--- config.mk ---
export PLATFORM = sky130hd
export DESIGN_NAME = gw_fifo_irq
export DESIGN_NICKNAME = d
export VERILOG_FILES = /design/src/hw/gw_fifo_pkg.sv /design/src/hw/sticky_flag.sv /design/src/hw/gw_fifo_irq.sv
export VERILOG_INCLUDE_DIRS = /design/src /design/src/hw
export SDC_FILE = /design/constraint.sdc
export NUM_CORES = 1
export LEC_CHECK = 0
export BUFFER_PORTS_ARGS = -buffer_cell sky130_fd_sc_hd__buf_2
export CAP_MARGIN = 20
export CORE_MARGIN = 2
export CORE_UTILIZATION = 47
export CTS_CLUSTER_DIAMETER = 100
export DETAILED_ROUTE_END_ITERATION = 10
export PLACE_DENSITY = 0.73
export REMOVE_ABC_BUFFERS = 1
export SLEW_MARGIN = 30
export SYNTH_ARGS = -nofsm -noshare
export SYNTH_HDL_FRONTEND = slang
export SYNTH_SLANG_ARGS = --single-unit
--- constraint.sdc ---
create_clock -name ref_clk -period 7.05 [get_ports ref_clk]
set_input_delay 0.705 -clock ref_clk [delete_from_list [all_inputs] [get_ports ref_clk]]
set_output_delay 0.705 -clock ref_clk [all_outputs]
set_load 0.05 [all_outputs]
--- src/hw/gw_fifo_defs.svh ---
`ifndef GW_FIFO_DEFS_SVH
`define GW_FIFO_DEFS_SVH
// Operation
// RULE_01: with rx enable set, raise rx interrupt when the selected condition is met.
// RULE_02: rx enable per buffer; condition chosen by mode bit and threshold field.
// RULE_03: mode bit one requests rx interrupt on every stored message.
// RULE_04: threshold mode requests when count reaches (code+1)/8 of depth.
// RULE_05: threshold code all ones requests only when buffer becomes full.
// RULE_06: rx request held until software writes zero to rx flag.
// RULE_07: software avoids even threshold codes with four-message depth.
// RULE_08: full enable set raises full interrupt when buffer becomes full.
// RULE_09: disabling usage never clears pending requests; software clears them.
// RULE_10: single frame rx enable raises interrupt on each received frame.
// RULE_11: tx enable with mode one requests on each completed transmission.
// RULE_12: tx enable with mode zero requests when completion leaves buffer empty.
// RULE_13: tx request pending until software writes zero to tx flag.
// RULE_14: single frame tx enable raises interrupt on each transmitted frame.
// RULE_15: fifo lost enable raises global error on message lost in any buffer.
// RULE_16: lost flag and global error persist until software writes zero.
// RULE_17: global error combines seven separately enabled sources; code gates six, history overflow status enters with no enable.
// RULE_18: software selects gateway mode with buffer mode field 10.
// RULE_19: usage disabled stores nothing and buffer reports empty.
// RULE_20: flags stay set until zero written; write one no effect; set wins.
// RULE_21: each interrupt output is flag AND enable; global_error_irq is instead the OR of err_src.

// ****************************************
// constants
// ****************************************
`define NUM_FIFO 2
`define CNT_W 8
`define DEPTH_CODE_W 3
`define THR_W 3
`define THR_FULL 3'h7
`define MODE_GATEWAY 2'h2
`define DEPTH_BASE 8'h04
`define SRC_HIST 0
`define SRC_DLC 1
`define SRC_PAYLOAD 2
`define SRC_QOVW 3
`define SRC_QLOST 4
`define SRC_GWOVW 5
`define SRC_FLOST 6
`define NUM_SRC 7
`endif

--- src/hw/gw_fifo_pkg.sv ---
package gw_fifo_pkg;
  typedef logic [7:0] count_t;
  typedef enum logic [2:0] {
    ST_OFF = 3'h1,
    ST_RUN = 3'h2,
    ST_DRAIN = 3'h4
  } usage_t;
endpackage

--- src/hw/sticky_flag.sv ---
module sticky_flag (
  input wire logic ref_clk,
  input wire logic rstn,
  input wire logic set,
  input wire logic clear_n,
  output logic flag
);
  // ****************************************
  // sticky flag
  // ****************************************
  always_ff @(posedge ref_clk or negedge rstn) begin
    if (!rstn) begin
      flag <= 1'b0;
    end else if (set) begin
      flag <= 1'b1; // [RULE_20]
    end else if (!clear_n) begin
      flag <= 1'b0; // [RULE_06] [RULE_13] [RULE_16]
    end
  end
endmodule

--- src/hw/gw_fifo_irq.sv ---
`include "gw_fifo_defs.svh"
module gw_fifo_irq (
  input wire logic ref_clk,
  input wire logic rstn,
  input wire logic [1:0] buffer_mode_field,
  input wire logic buffer_usage_enable,
  input wire logic [2:0] fifo_depth_code,
  input wire logic irq_mode_select,
  input wire logic [2:0] fill_threshold,
  input wire logic rx_irq_enable,
  input wire logic tx_irq_enable,
  input wire logic full_irq_enable,
  input wire logic single_frame_rx_enable,
  input wire logic single_frame_tx_enable,
  input wire logic fifo_lost_enable,
  input wire logic length_code_error_enable,
  input wire logic payload_overwrite_enable,
  input wire logic queue_overwrite_enable,
  input wire logic queue_lost_enable,
  input wire logic gw_fifo_overwrite_enable,
  input wire logic history_overflow_status,
  input wire logic length_code_error_status,
  input wire logic payload_overwrite_status,
  input wire logic queue_overwrite_status,
  input wire logic queue_lost_status,
  input wire logic gw_fifo_overwrite_status,
  input wire logic msg_store,
  input wire logic msg_sent,
  input wire logic msg_lost,
  input wire logic rx_flag_write_n,
  input wire logic tx_flag_write_n,
  input wire logic full_flag_write_n,
  input wire logic frx_flag_write_n,
  input wire logic ftx_flag_write_n,
  input wire logic lost_flag_write_n,
  output gw_fifo_pkg::count_t msg_count,
  output logic fifo_empty,
  output logic fifo_full,
  output logic stored_accept,
  output logic rx_irq_flag,
  output logic tx_irq_flag,
  output logic full_irq_flag,
  output logic frx_irq_flag,
  output logic ftx_irq_flag,
  output logic msg_lost_flag,
  output logic rx_irq,
  output logic tx_irq,
  output logic full_irq,
  output logic single_frame_rx_irq,
  output logic single_frame_tx_irq,
  output logic global_error_irq
);
  import gw_fifo_pkg::*;

  // ****************************************
  // depth and threshold
  // ****************************************
  function automatic count_t depth_of(input logic [2:0] code);
    // code 001 is four messages, each step doubles up to 128 at code 110; code 111 wraps to zero
    depth_of = count_t'(`DEPTH_BASE << (code - 3'h1));
    if (code == 3'h0) begin
      depth_of = count_t'(0);
    end
  endfunction

  function automatic count_t level_of(input logic [2:0] thr, input count_t depth);
    logic [10:0] prod;
    prod = 11'(depth) * 11'({1'b0, thr} + 4'h1);
    level_of = count_t'(prod >> 3); // [RULE_04] [RULE_07]
  endfunction

  count_t depth;
  count_t level;
  usage_t usage;
  logic gateway;
  logic store_ok;
  logic sent_ok;
  logic next_full;
  logic next_empty_after_send;
  logic rx_event;
  logic tx_event;
  logic full_event;

  assign depth = depth_of(fifo_depth_code);
  assign level = level_of(fill_threshold, depth);
  assign gateway = buffer_mode_field == `MODE_GATEWAY;

  // ****************************************
  // usage state
  // ****************************************
  always_ff @(posedge ref_clk or negedge rstn) begin
    if (!rstn) begin
      usage <= ST_OFF;
    end else begin
      case (usage)
        ST_OFF: begin
          if (buffer_usage_enable && gateway) begin
            usage <= ST_RUN;
          end
        end
        ST_RUN: begin
          if (!buffer_usage_enable) begin
            usage <= ST_DRAIN;
          end
        end
        ST_DRAIN: begin
          usage <= ST_OFF;
        end
        default: begin
          usage <= ST_OFF;
        end
      endcase
    end
  end

  // ****************************************
  // fill count
  // ****************************************
  assign store_ok = msg_store && usage == ST_RUN && buffer_usage_enable && !fifo_full; // [RULE_19]
  assign sent_ok = msg_sent && !fifo_empty;
  assign stored_accept = store_ok;
  assign fifo_empty = msg_count == count_t'(0);
  assign fifo_full = depth != count_t'(0) && msg_count >= depth;
  assign next_full = store_ok && !sent_ok && msg_count + count_t'(1) == depth;
  assign next_empty_after_send = sent_ok && !store_ok && msg_count == count_t'(1);

  always_ff @(posedge ref_clk or negedge rstn) begin
    if (!rstn) begin
      msg_count <= count_t'(0);
    end else if (usage != ST_RUN || !buffer_usage_enable) begin
      msg_count <= count_t'(0); // [RULE_19]
    end else if (store_ok && !sent_ok) begin
      msg_count <= msg_count + count_t'(1);
    end else if (sent_ok && !store_ok) begin
      msg_count <= msg_count - count_t'(1);
    end
  end

  // ****************************************
  // event decode
  // ****************************************
  always_comb begin
    full_event = next_full; // [RULE_08]
    if (irq_mode_select) begin
      rx_event = store_ok; // [RULE_03]
      tx_event = sent_ok; // [RULE_11]
    end else begin
      tx_event = next_empty_after_send; // [RULE_12]
      if (fill_threshold == `THR_FULL) begin
        rx_event = next_full; // [RULE_05]
      end else begin
        rx_event = store_ok && !sent_ok && msg_count + count_t'(1) == level; // [RULE_02] [RULE_04]
      end
    end
  end

  // ****************************************
  // status flags
  // ****************************************
  // flags keep their value when usage drops [RULE_09]
  sticky_flag u_rx (.ref_clk(ref_clk), .rstn(rstn), .set(rx_event), .clear_n(rx_flag_write_n), .flag(rx_irq_flag));
  sticky_flag u_tx (.ref_clk(ref_clk), .rstn(rstn), .set(tx_event), .clear_n(tx_flag_write_n), .flag(tx_irq_flag));
  sticky_flag u_full (.ref_clk(ref_clk), .rstn(rstn), .set(full_event), .clear_n(full_flag_write_n),
    .flag(full_irq_flag));
  sticky_flag u_frx (.ref_clk(ref_clk), .rstn(rstn), .set(store_ok), .clear_n(frx_flag_write_n),
    .flag(frx_irq_flag)); // [RULE_10]
  sticky_flag u_ftx (.ref_clk(ref_clk), .rstn(rstn), .set(sent_ok), .clear_n(ftx_flag_write_n),
    .flag(ftx_irq_flag)); // [RULE_14]
  sticky_flag u_lost (.ref_clk(ref_clk), .rstn(rstn), .set(msg_lost && usage == ST_RUN),
    .clear_n(lost_flag_write_n), .flag(msg_lost_flag)); // [RULE_16]

  // ****************************************
  // interrupt outputs
  // ****************************************
  logic [`NUM_SRC-1:0] err_src;
  assign err_src[`SRC_HIST] = history_overflow_status;
  assign err_src[`SRC_DLC] = length_code_error_status && length_code_error_enable;
  assign err_src[`SRC_PAYLOAD] = payload_overwrite_status && payload_overwrite_enable;
  assign err_src[`SRC_QOVW] = queue_overwrite_status && queue_overwrite_enable;
  assign err_src[`SRC_QLOST] = queue_lost_status && queue_lost_enable;
  assign err_src[`SRC_GWOVW] = gw_fifo_overwrite_status && gw_fifo_overwrite_enable;
  assign err_src[`SRC_FLOST] = msg_lost_flag && fifo_lost_enable; // [RULE_15]

  assign rx_irq = rx_irq_flag && rx_irq_enable; // [RULE_01] [RULE_21]
  assign tx_irq = tx_irq_flag && tx_irq_enable; // [RULE_21]
  assign full_irq = full_irq_flag && full_irq_enable; // [RULE_08]
  assign single_frame_rx_irq = frx_irq_flag && single_frame_rx_enable; // [RULE_10]
  assign single_frame_tx_irq = ftx_irq_flag && single_frame_tx_enable; // [RULE_14]
  assign global_error_irq = |err_src; // [RULE_17]
endmodule

; Word level (Yosys, flattened, before mapping)
; Cells that the tools add are included.
[op_classes]
n_shift = 1
mux = 22
multipliers = 1
reduce_logical = 35
add_sub_neg = 4
eq_ne = 16
n_lt_le_gt_ge = 1
[ops]
columns = op, n
row1 = two-way mux 8 bit, 4
row2 = logical AND 1 bit, 23
row3 = == test 8 bit, 2
row4 = two-way mux 1 bit, 15
row5 = != test 2 x 1 -> 1 bit (second input constant), 6
row6 = multiplier 8 x 4 -> 11 bit, 1
row7 = adder 8 x 1 -> 8 bit (second input constant), 1
row8 = == test 8 x 1 -> 1 bit (second input constant), 1
row9 = >= comparator 8 bit, 1
row10 = zero test 8 bit, 1
row11 = nonzero test 8 bit, 1
row12 = left shift 3 x 3 -> 8 bit (first input constant), 1
row13 = subtractor 8 x 1 -> 8 bit (second input constant), 1
row14 = OR reduction 7 bit, 1
row15 = two-way mux 3 bit, 2
row16 = one-hot mux 3 bit (2 select lines), 1
row17 = zero test 1 bit, 5
row18 = adder 3 x 1 -> 4 bit (second input constant), 1
row19 = != test 2 bit (second input constant), 2
row20 = == test 3 x 1 -> 1 bit (second input constant), 1
row21 = == test 3 x 2 -> 1 bit (second input constant), 1
row22 = == test 3 bit (second input constant), 1
row23 = zero test 3 bit, 1
row24 = != test 3 x 2 -> 1 bit (second input constant), 1
row25 = other kinds (5), 5
[totals]
input_bits = 38
out_inout_bits = 23
regBits = 17
elab_cells = 88

; Longest topological paths before layout
[logic_depth]
ltp_word = 12
depth_mapped = 16
depth_no_buf = 16

; Hierarchy
; Synthesis repeated with hierarchy kept, for this count alone.
[unflattened]
cells_unflattened = 257
area_unflattened_um2 = 2204.6
[by_module_without_submodules]
columns = mod, instances, seq_area_each_um2, cells_per_inst, area_each_um2
row1 = gw_fifo_irq, 1, 276.5, 245, 2009.4
row2 = sticky_flag, 6, 25.0, 2, 32.5

; Least setup slack after synthesis
; OpenSTA, ideal clock, no wires.
[synth_timing]
kind = input to register
start = input port fifo_depth_code[1]
end = register u_rx.flag
path_stages = 15
required_time_ns = 6.967
setup_time_ns = 0.083
arrival_time_ns = 3.785
n_path_buf = 2
setup_slack_ns = 3.182
path_cell_list = buf_6 -> nor3b_1 -> inv_1 -> ha_1 -> o21a_1 -> o2111ai_1 -> a21o_2 -> and4_1 -> ha_1 -> clkbuf_1 -> and3_1 -> nand3_1 -> nor4_2 -> a222oi_1 -> o21ai_0
[synth_via]
elab_chain_cells = 12
elab_cells_between_ends = 19
classes_between = add/sub (1) / mul (1) / order compare (1) / eq/ne (3) / shift (1) / mux (4) / reduce/logical (8)
[synth_lines]
columns = element, line_no
row1 = "start, declared", gw_fifo_irq.sv:7  ; input wire logic [2:0] fifo_depth_code,
row2 = subtractor 3 x 1 -> 3 bit, gw_fifo_irq.sv:60  ; depth_of = count_t'(`DEPTH_BASE << (code - 3'h1));
row3 = left shift 3 x 3 -> 8 bit (no source line), -
row4 = two-way mux 8 bit (*), gw_fifo_irq.sv:61  ; if (code == 3'h0) begin
row5 = >= comparator 8 bit / nonzero test 8 bit (equally long branches), gw_fifo_irq.sv:123  ; assign fifo_full = depth != count_t'(0) && msg_count >= depth;
row6 = logical AND 1 bit (*), gw_fifo_irq.sv:123
row7 = zero test 1 bit (*), gw_fifo_irq.sv:119  ; assign store_ok = msg_store && usage == ST_RUN && buffer_usage_enable && !fifo_full;
row8 = logical AND 1 bit (*), gw_fifo_irq.sv:119
row9 = via stored_accept, gw_fifo_irq.sv:39  ; output logic stored_accept,
row10 = logical AND 1 bit, "gw_fifo_irq.sv:124, gw_fifo_irq.sv:152"
row11 = "logical AND 1 bit, on equally long branches", "gw_fifo_irq.sv:152, gw_fifo_irq.sv:124"
row12 = two-way mux 1 bit, gw_fifo_irq.sv:149  ; if (fill_threshold == `THR_FULL) begin
row13 = two-way mux 1 bit (*), gw_fifo_irq.sv:144  ; if (irq_mode_select) begin
row14 = != test 2 x 1 -> 1 bit (no source line) / two-way mux 1 bit (equally long branches), -
row15 = "end signal, assigned", sticky_flag.sv:13  ; flag <= 1'b0;
row16 = "end signal, assigned", sticky_flag.sv:15  ; flag <= 1'b1;
row17 = "end signal, assigned", sticky_flag.sv:17  ; flag <= 1'b0;
row18 = "end, declared", sticky_flag.sv:6  ; output logic flag
; Mark *: on every way through the listed nets, which the timed path passes. The rest lies on a longest branch.
; A chain may end at the register's enable or synchronous reset.

; Worst setup path in the final report
[layout_timing]
start = input port fifo_depth_code[1]
end = register u_rx.flag
[layout_via]
elab_chain_cells = 12
elab_cells_between_ends = 19
classes_between = add/sub (1) / mul (1) / order compare (1) / eq/ne (3) / shift (1) / mux (4) / reduce/logical (8)
[layout_lines]
columns = element, line_no
row1 = subtractor 3 x 1 -> 3 bit, gw_fifo_irq.sv:60
row2 = left shift 3 x 3 -> 8 bit (no source line), -
row3 = two-way mux 8 bit (*), gw_fifo_irq.sv:61
row4 = "parallel branches: the longest is 7 deep, another holds multiplier 8 x 4 -> 11 bit", -
row5 = two-way mux 1 bit (*), gw_fifo_irq.sv:144
row6 = != test 2 x 1 -> 1 bit (no source line) / two-way mux 1 bit (equally long branches), -
; Every way passes the cells marked *.

==> impl_metrics.json <==
{
  "status": "complete, no violations",
  "reg2reg_slack_ns": 4.00,
  "die_y_um": 70.76,
  "cp-endpoint": "u_rx.flag",
  "r2r_cells": 12,
  "fmax_ghz": 0.2583,
  "synth_edf_count": 0,
  "crit_chain": "buf_2, nor3b_1, nand2_1, fa_1, fa_1, inv_1, ha_1, nor2b_1, o21ai_0, nand2b_1, xnor2_1, and2_2, o2111ai_1, o21ai_0",
  "grt_antenna_before_repair": 0,
  "pin_count": 61,
  "io_buffer_count": 60,
  "cts-root-buf": "clkbuf_8",
  "postRouteAntennaNets": 0,
  "reg2reg_from": "msg_count[2]",
  "drt_iter0_markers": 107,
  "rsz0062_at_grt": "no",
  "clock_latency_ns": 0.25,
  "cts_buffer_depth": 2,
  "regArea_um2": 426.7,
  "final_common_cell": "buf_2",
  "setup_viol": 0,
  "wl_per_cell_um": 13.19,
  "worstSetupPathType": "in2reg",
  "initial_utilization_pct": 48.44,
  "required_ns": 7.17,
  "antenna_cells": 0,
  "skew_ns": 0.001290,
  "power_per_cell_area_nw_per_um2": 92.59,
  "tritoncts": "done",
  "critPathMaxFanout": 11,
  "yosysWarningCount": 0,
  "ys_seq_area_share_pct": 20.37,
  "tns_ns": 0,
  "crit_slowest_cell": "nor3b_1",
  "vias_per_cell": 5.258,
  "nets": 378,
  "drv_slew": 0,
  "drc": 0,
  "ir_worst_vdd_mv": 0.08309,
  "netlist_instances": 246,
  "fillers": 414,
  "drv_cap": 0,
  "hp-class": "in2async",
  "start_kind": "input port",
  "cts_hold_buffers": 0,
  "rows": 24,
  "via_count": 1872,
  "ys_types": 45,
  "dp_hpwl_um": 3893,
  "cp.arrival_ns": 3.99,
  "slowest_delay_ns": 0.56,
  "fin_crit_sh_pct": 54.91,
  "worstReg2RegEnd": "u_rx.flag",
  "post_cts_resized": 0,
  "post-route-util_pct": 56.74,
  "grt_pass1_vias": 1747,
  "hold_viol_final": 0,
  "cts_sinks": 17,
  "cts_buffers": 3,
  "final_cell_mix": "buf_2, ha_1, nor2_1, inv_1, xnor2_1",
  "path_clk_slew_ns": 0.07,
  "dr.pass1.iters": 4,
  "gp_congestion": 0.8820,
  "grt.total_usage_pct": 19.59,
  "postSynth.asyncResetShare_pct": 100.0,
  "post_cts_buffers": 0,
  "worstMarginPinSlew_ns": 0.6295,
  "synth_area_um2": 2095,
  "cp_num_buf_inv": 2,
  "crit_family": "adder cells",
  "gr-total-overflow": 0,
  "maxSlewHeadroom_pct": 57.94,
  "drive_gt1_share_pct": 24.01,
  "cp-end-kind": "flip-flop",
  "chipWidth_um": 70.76,
  "cp-startpoint": "fifo_depth_code[1]",
  "area_growth_pct": 17.14,
  "grt_max_degree": 18,
  "avgSynthCellArea_um2": 8.514,
  "worst-path-stages": 14,
  "htreeDepth": 1,
  "finalCriticalPeriod_ns": 3.871,
  "power_leakage_nw": 1.279,
  "ys.flop_type": "dfrtp_1",
  "finalWirelength_um": 4694,
  "grt_first_pass_wirelength_um": 8004,
  "core_um2": 4324,
  "synth-seq-cells": 17,
  "die-area_um2": 5006,
  "multi_input_area_um2": 1530
}
-- per-layer routing --
layer / up-vias / track usage [%] / wire [um]
li1: 960 / - / -
met1: 839 / 27.85 / 2211
met4: 0 / 3.774 / 46
met3: 4 / 2.991 / 278
met5: - / 0 / 0
met2: 69 / 31.98 / 2158
-- how the worst min path moves through the flow --
stage / endpoint / depth (start not counted) / from / slack (ns)
2_1_floorplan: msg_count[0] / 0 / rstn / 0.41
3_3_place_gp: usage[1] / 1 / usage[2] / 0.46
3_5_place_dp: u_frx.flag / 2 / u_frx.flag / 0.48
4_1_cts: u_frx.flag / 1 / rstn / 0.38
5_1_grt: msg_count[2] / 1 / rstn / 0.40
6_report: msg_count[2] / 1 / rstn / 0.36
-- cells in the mapped netlist (all sizes together), types with 2 or more instances --
| cell | n | area (um^2) |
|---|---|---|
| nand2 | 20 | 75.07 |
| nor3b | 3 | 27.52 |
| and2 | 6 | 38.79 |
| o21ai | 9 | 45.04 |
| xnor2 | 22 | 200.2 |
| a22oi | 3 | 22.52 |
| a222oi | 2 | 20.02 |
| xor2 | 8 | 70.07 |
| nor4 | 3 | 25.02 |
| or3 | 5 | 31.28 |
| inv | 23 | 86.33 |
| and3 | 2 | 12.51 |
| fa | 8 | 160.2 |
| a21o | 4 | 32.53 |
| nor2 | 24 | 90.09 |
| a21oi | 14 | 70.07 |
| ha | 27 | 337.8 |
| dfrtp | 16 | 400.4 |
| clkbuf | 4 | 35.04 |
| o2111ai | 2 | 17.52 |
| nor3 | 7 | 35.03 |
| nand4 | 2 | 12.51 |
| nand2b | 5 | 31.28 |
| buf | 2 | 16.26 |
| nand3 | 10 | 50.05 |
| and4 | 3 | 31.28 |
| nor2b | 2 | 12.51 |
-- metrics by stage --
| stage | power (mW) | hold slack [ns] | area (um^2) | worst slack (ns) | cells |
|---|---|---|---|---|---|
| final | 0.2272 | 0.3636 | 2454 | 3.179 | 356 |
| after floorplan | 0.1337 | 0.4094 | 2043 | 3.374 | 240 |
| after detailed placement | 0.1560 | 0.4796 | 2409 | 2.954 | 352 |
| after global routing | 0.2404 | 0.3958 | 2454 | 2.938 | 356 |
| after global placement | 0.1549 | 0.4647 | 2409 | 3.070 | 352 |
| after CTS | 0.2292 | 0.3788 | 2454 | 3.217 | 356 |
-- cells by family after synthesis --
group           count (synthesis)  share of synthesized area (%)
simple gates                   96                          24.43
buf+inv                        29                          6.571
xor+xnor                       30                          12.90
fa+ha+maj                      35                          23.78
flops                          17                          20.37
compound gates                 39                          11.95
-- cell type report --
cell class                      count  share of cell area, %
Inverter                           23                  3.519
Timing Repair Buffer               60                  12.24
Sequential cell                    17                  17.39
Tap cell                           52                  2.652
Multi-Input combinational cell    200                  62.37
Clock buffer                        4                  1.836
-- worst reg2reg max path, cell delays in order, from the launching register on --
cell	delay, ns
dfrtp_1	0.62
ha_1	0.31
o21ai_0	0.15
nand2_1	0.07
o2111ai_1	0.07
a21o_2	0.16
and4_1	0.31
ha_1	0.46
and3_1	0.23
nand3_1	0.09
nor4_2	0.27
a222oi_1	0.14
o21ai_0	0.10
-- state kept, by name, summed over array words and instances, names as in the netlist --
| signal | flops |
|---|---|
| msg_count | 8 |
| u_frx.flag | 1 |
| u_ftx.flag | 1 |
| u_full.flag | 1 |
| u_lost.flag | 1 |
| u_rx.flag | 1 |
| u_tx.flag | 1 |
| usage | 3 |
-- power breakdown --
part / leakage, nW / switching [mW] / internal, mW
logic: 1.02 / 0.0313 / 0.0239
clock network: 0.0228 / 0.0331 / 0.0401
registers: 0.234 / 0.000371 / 0.0985
Power figures use the tool's default switching activity.
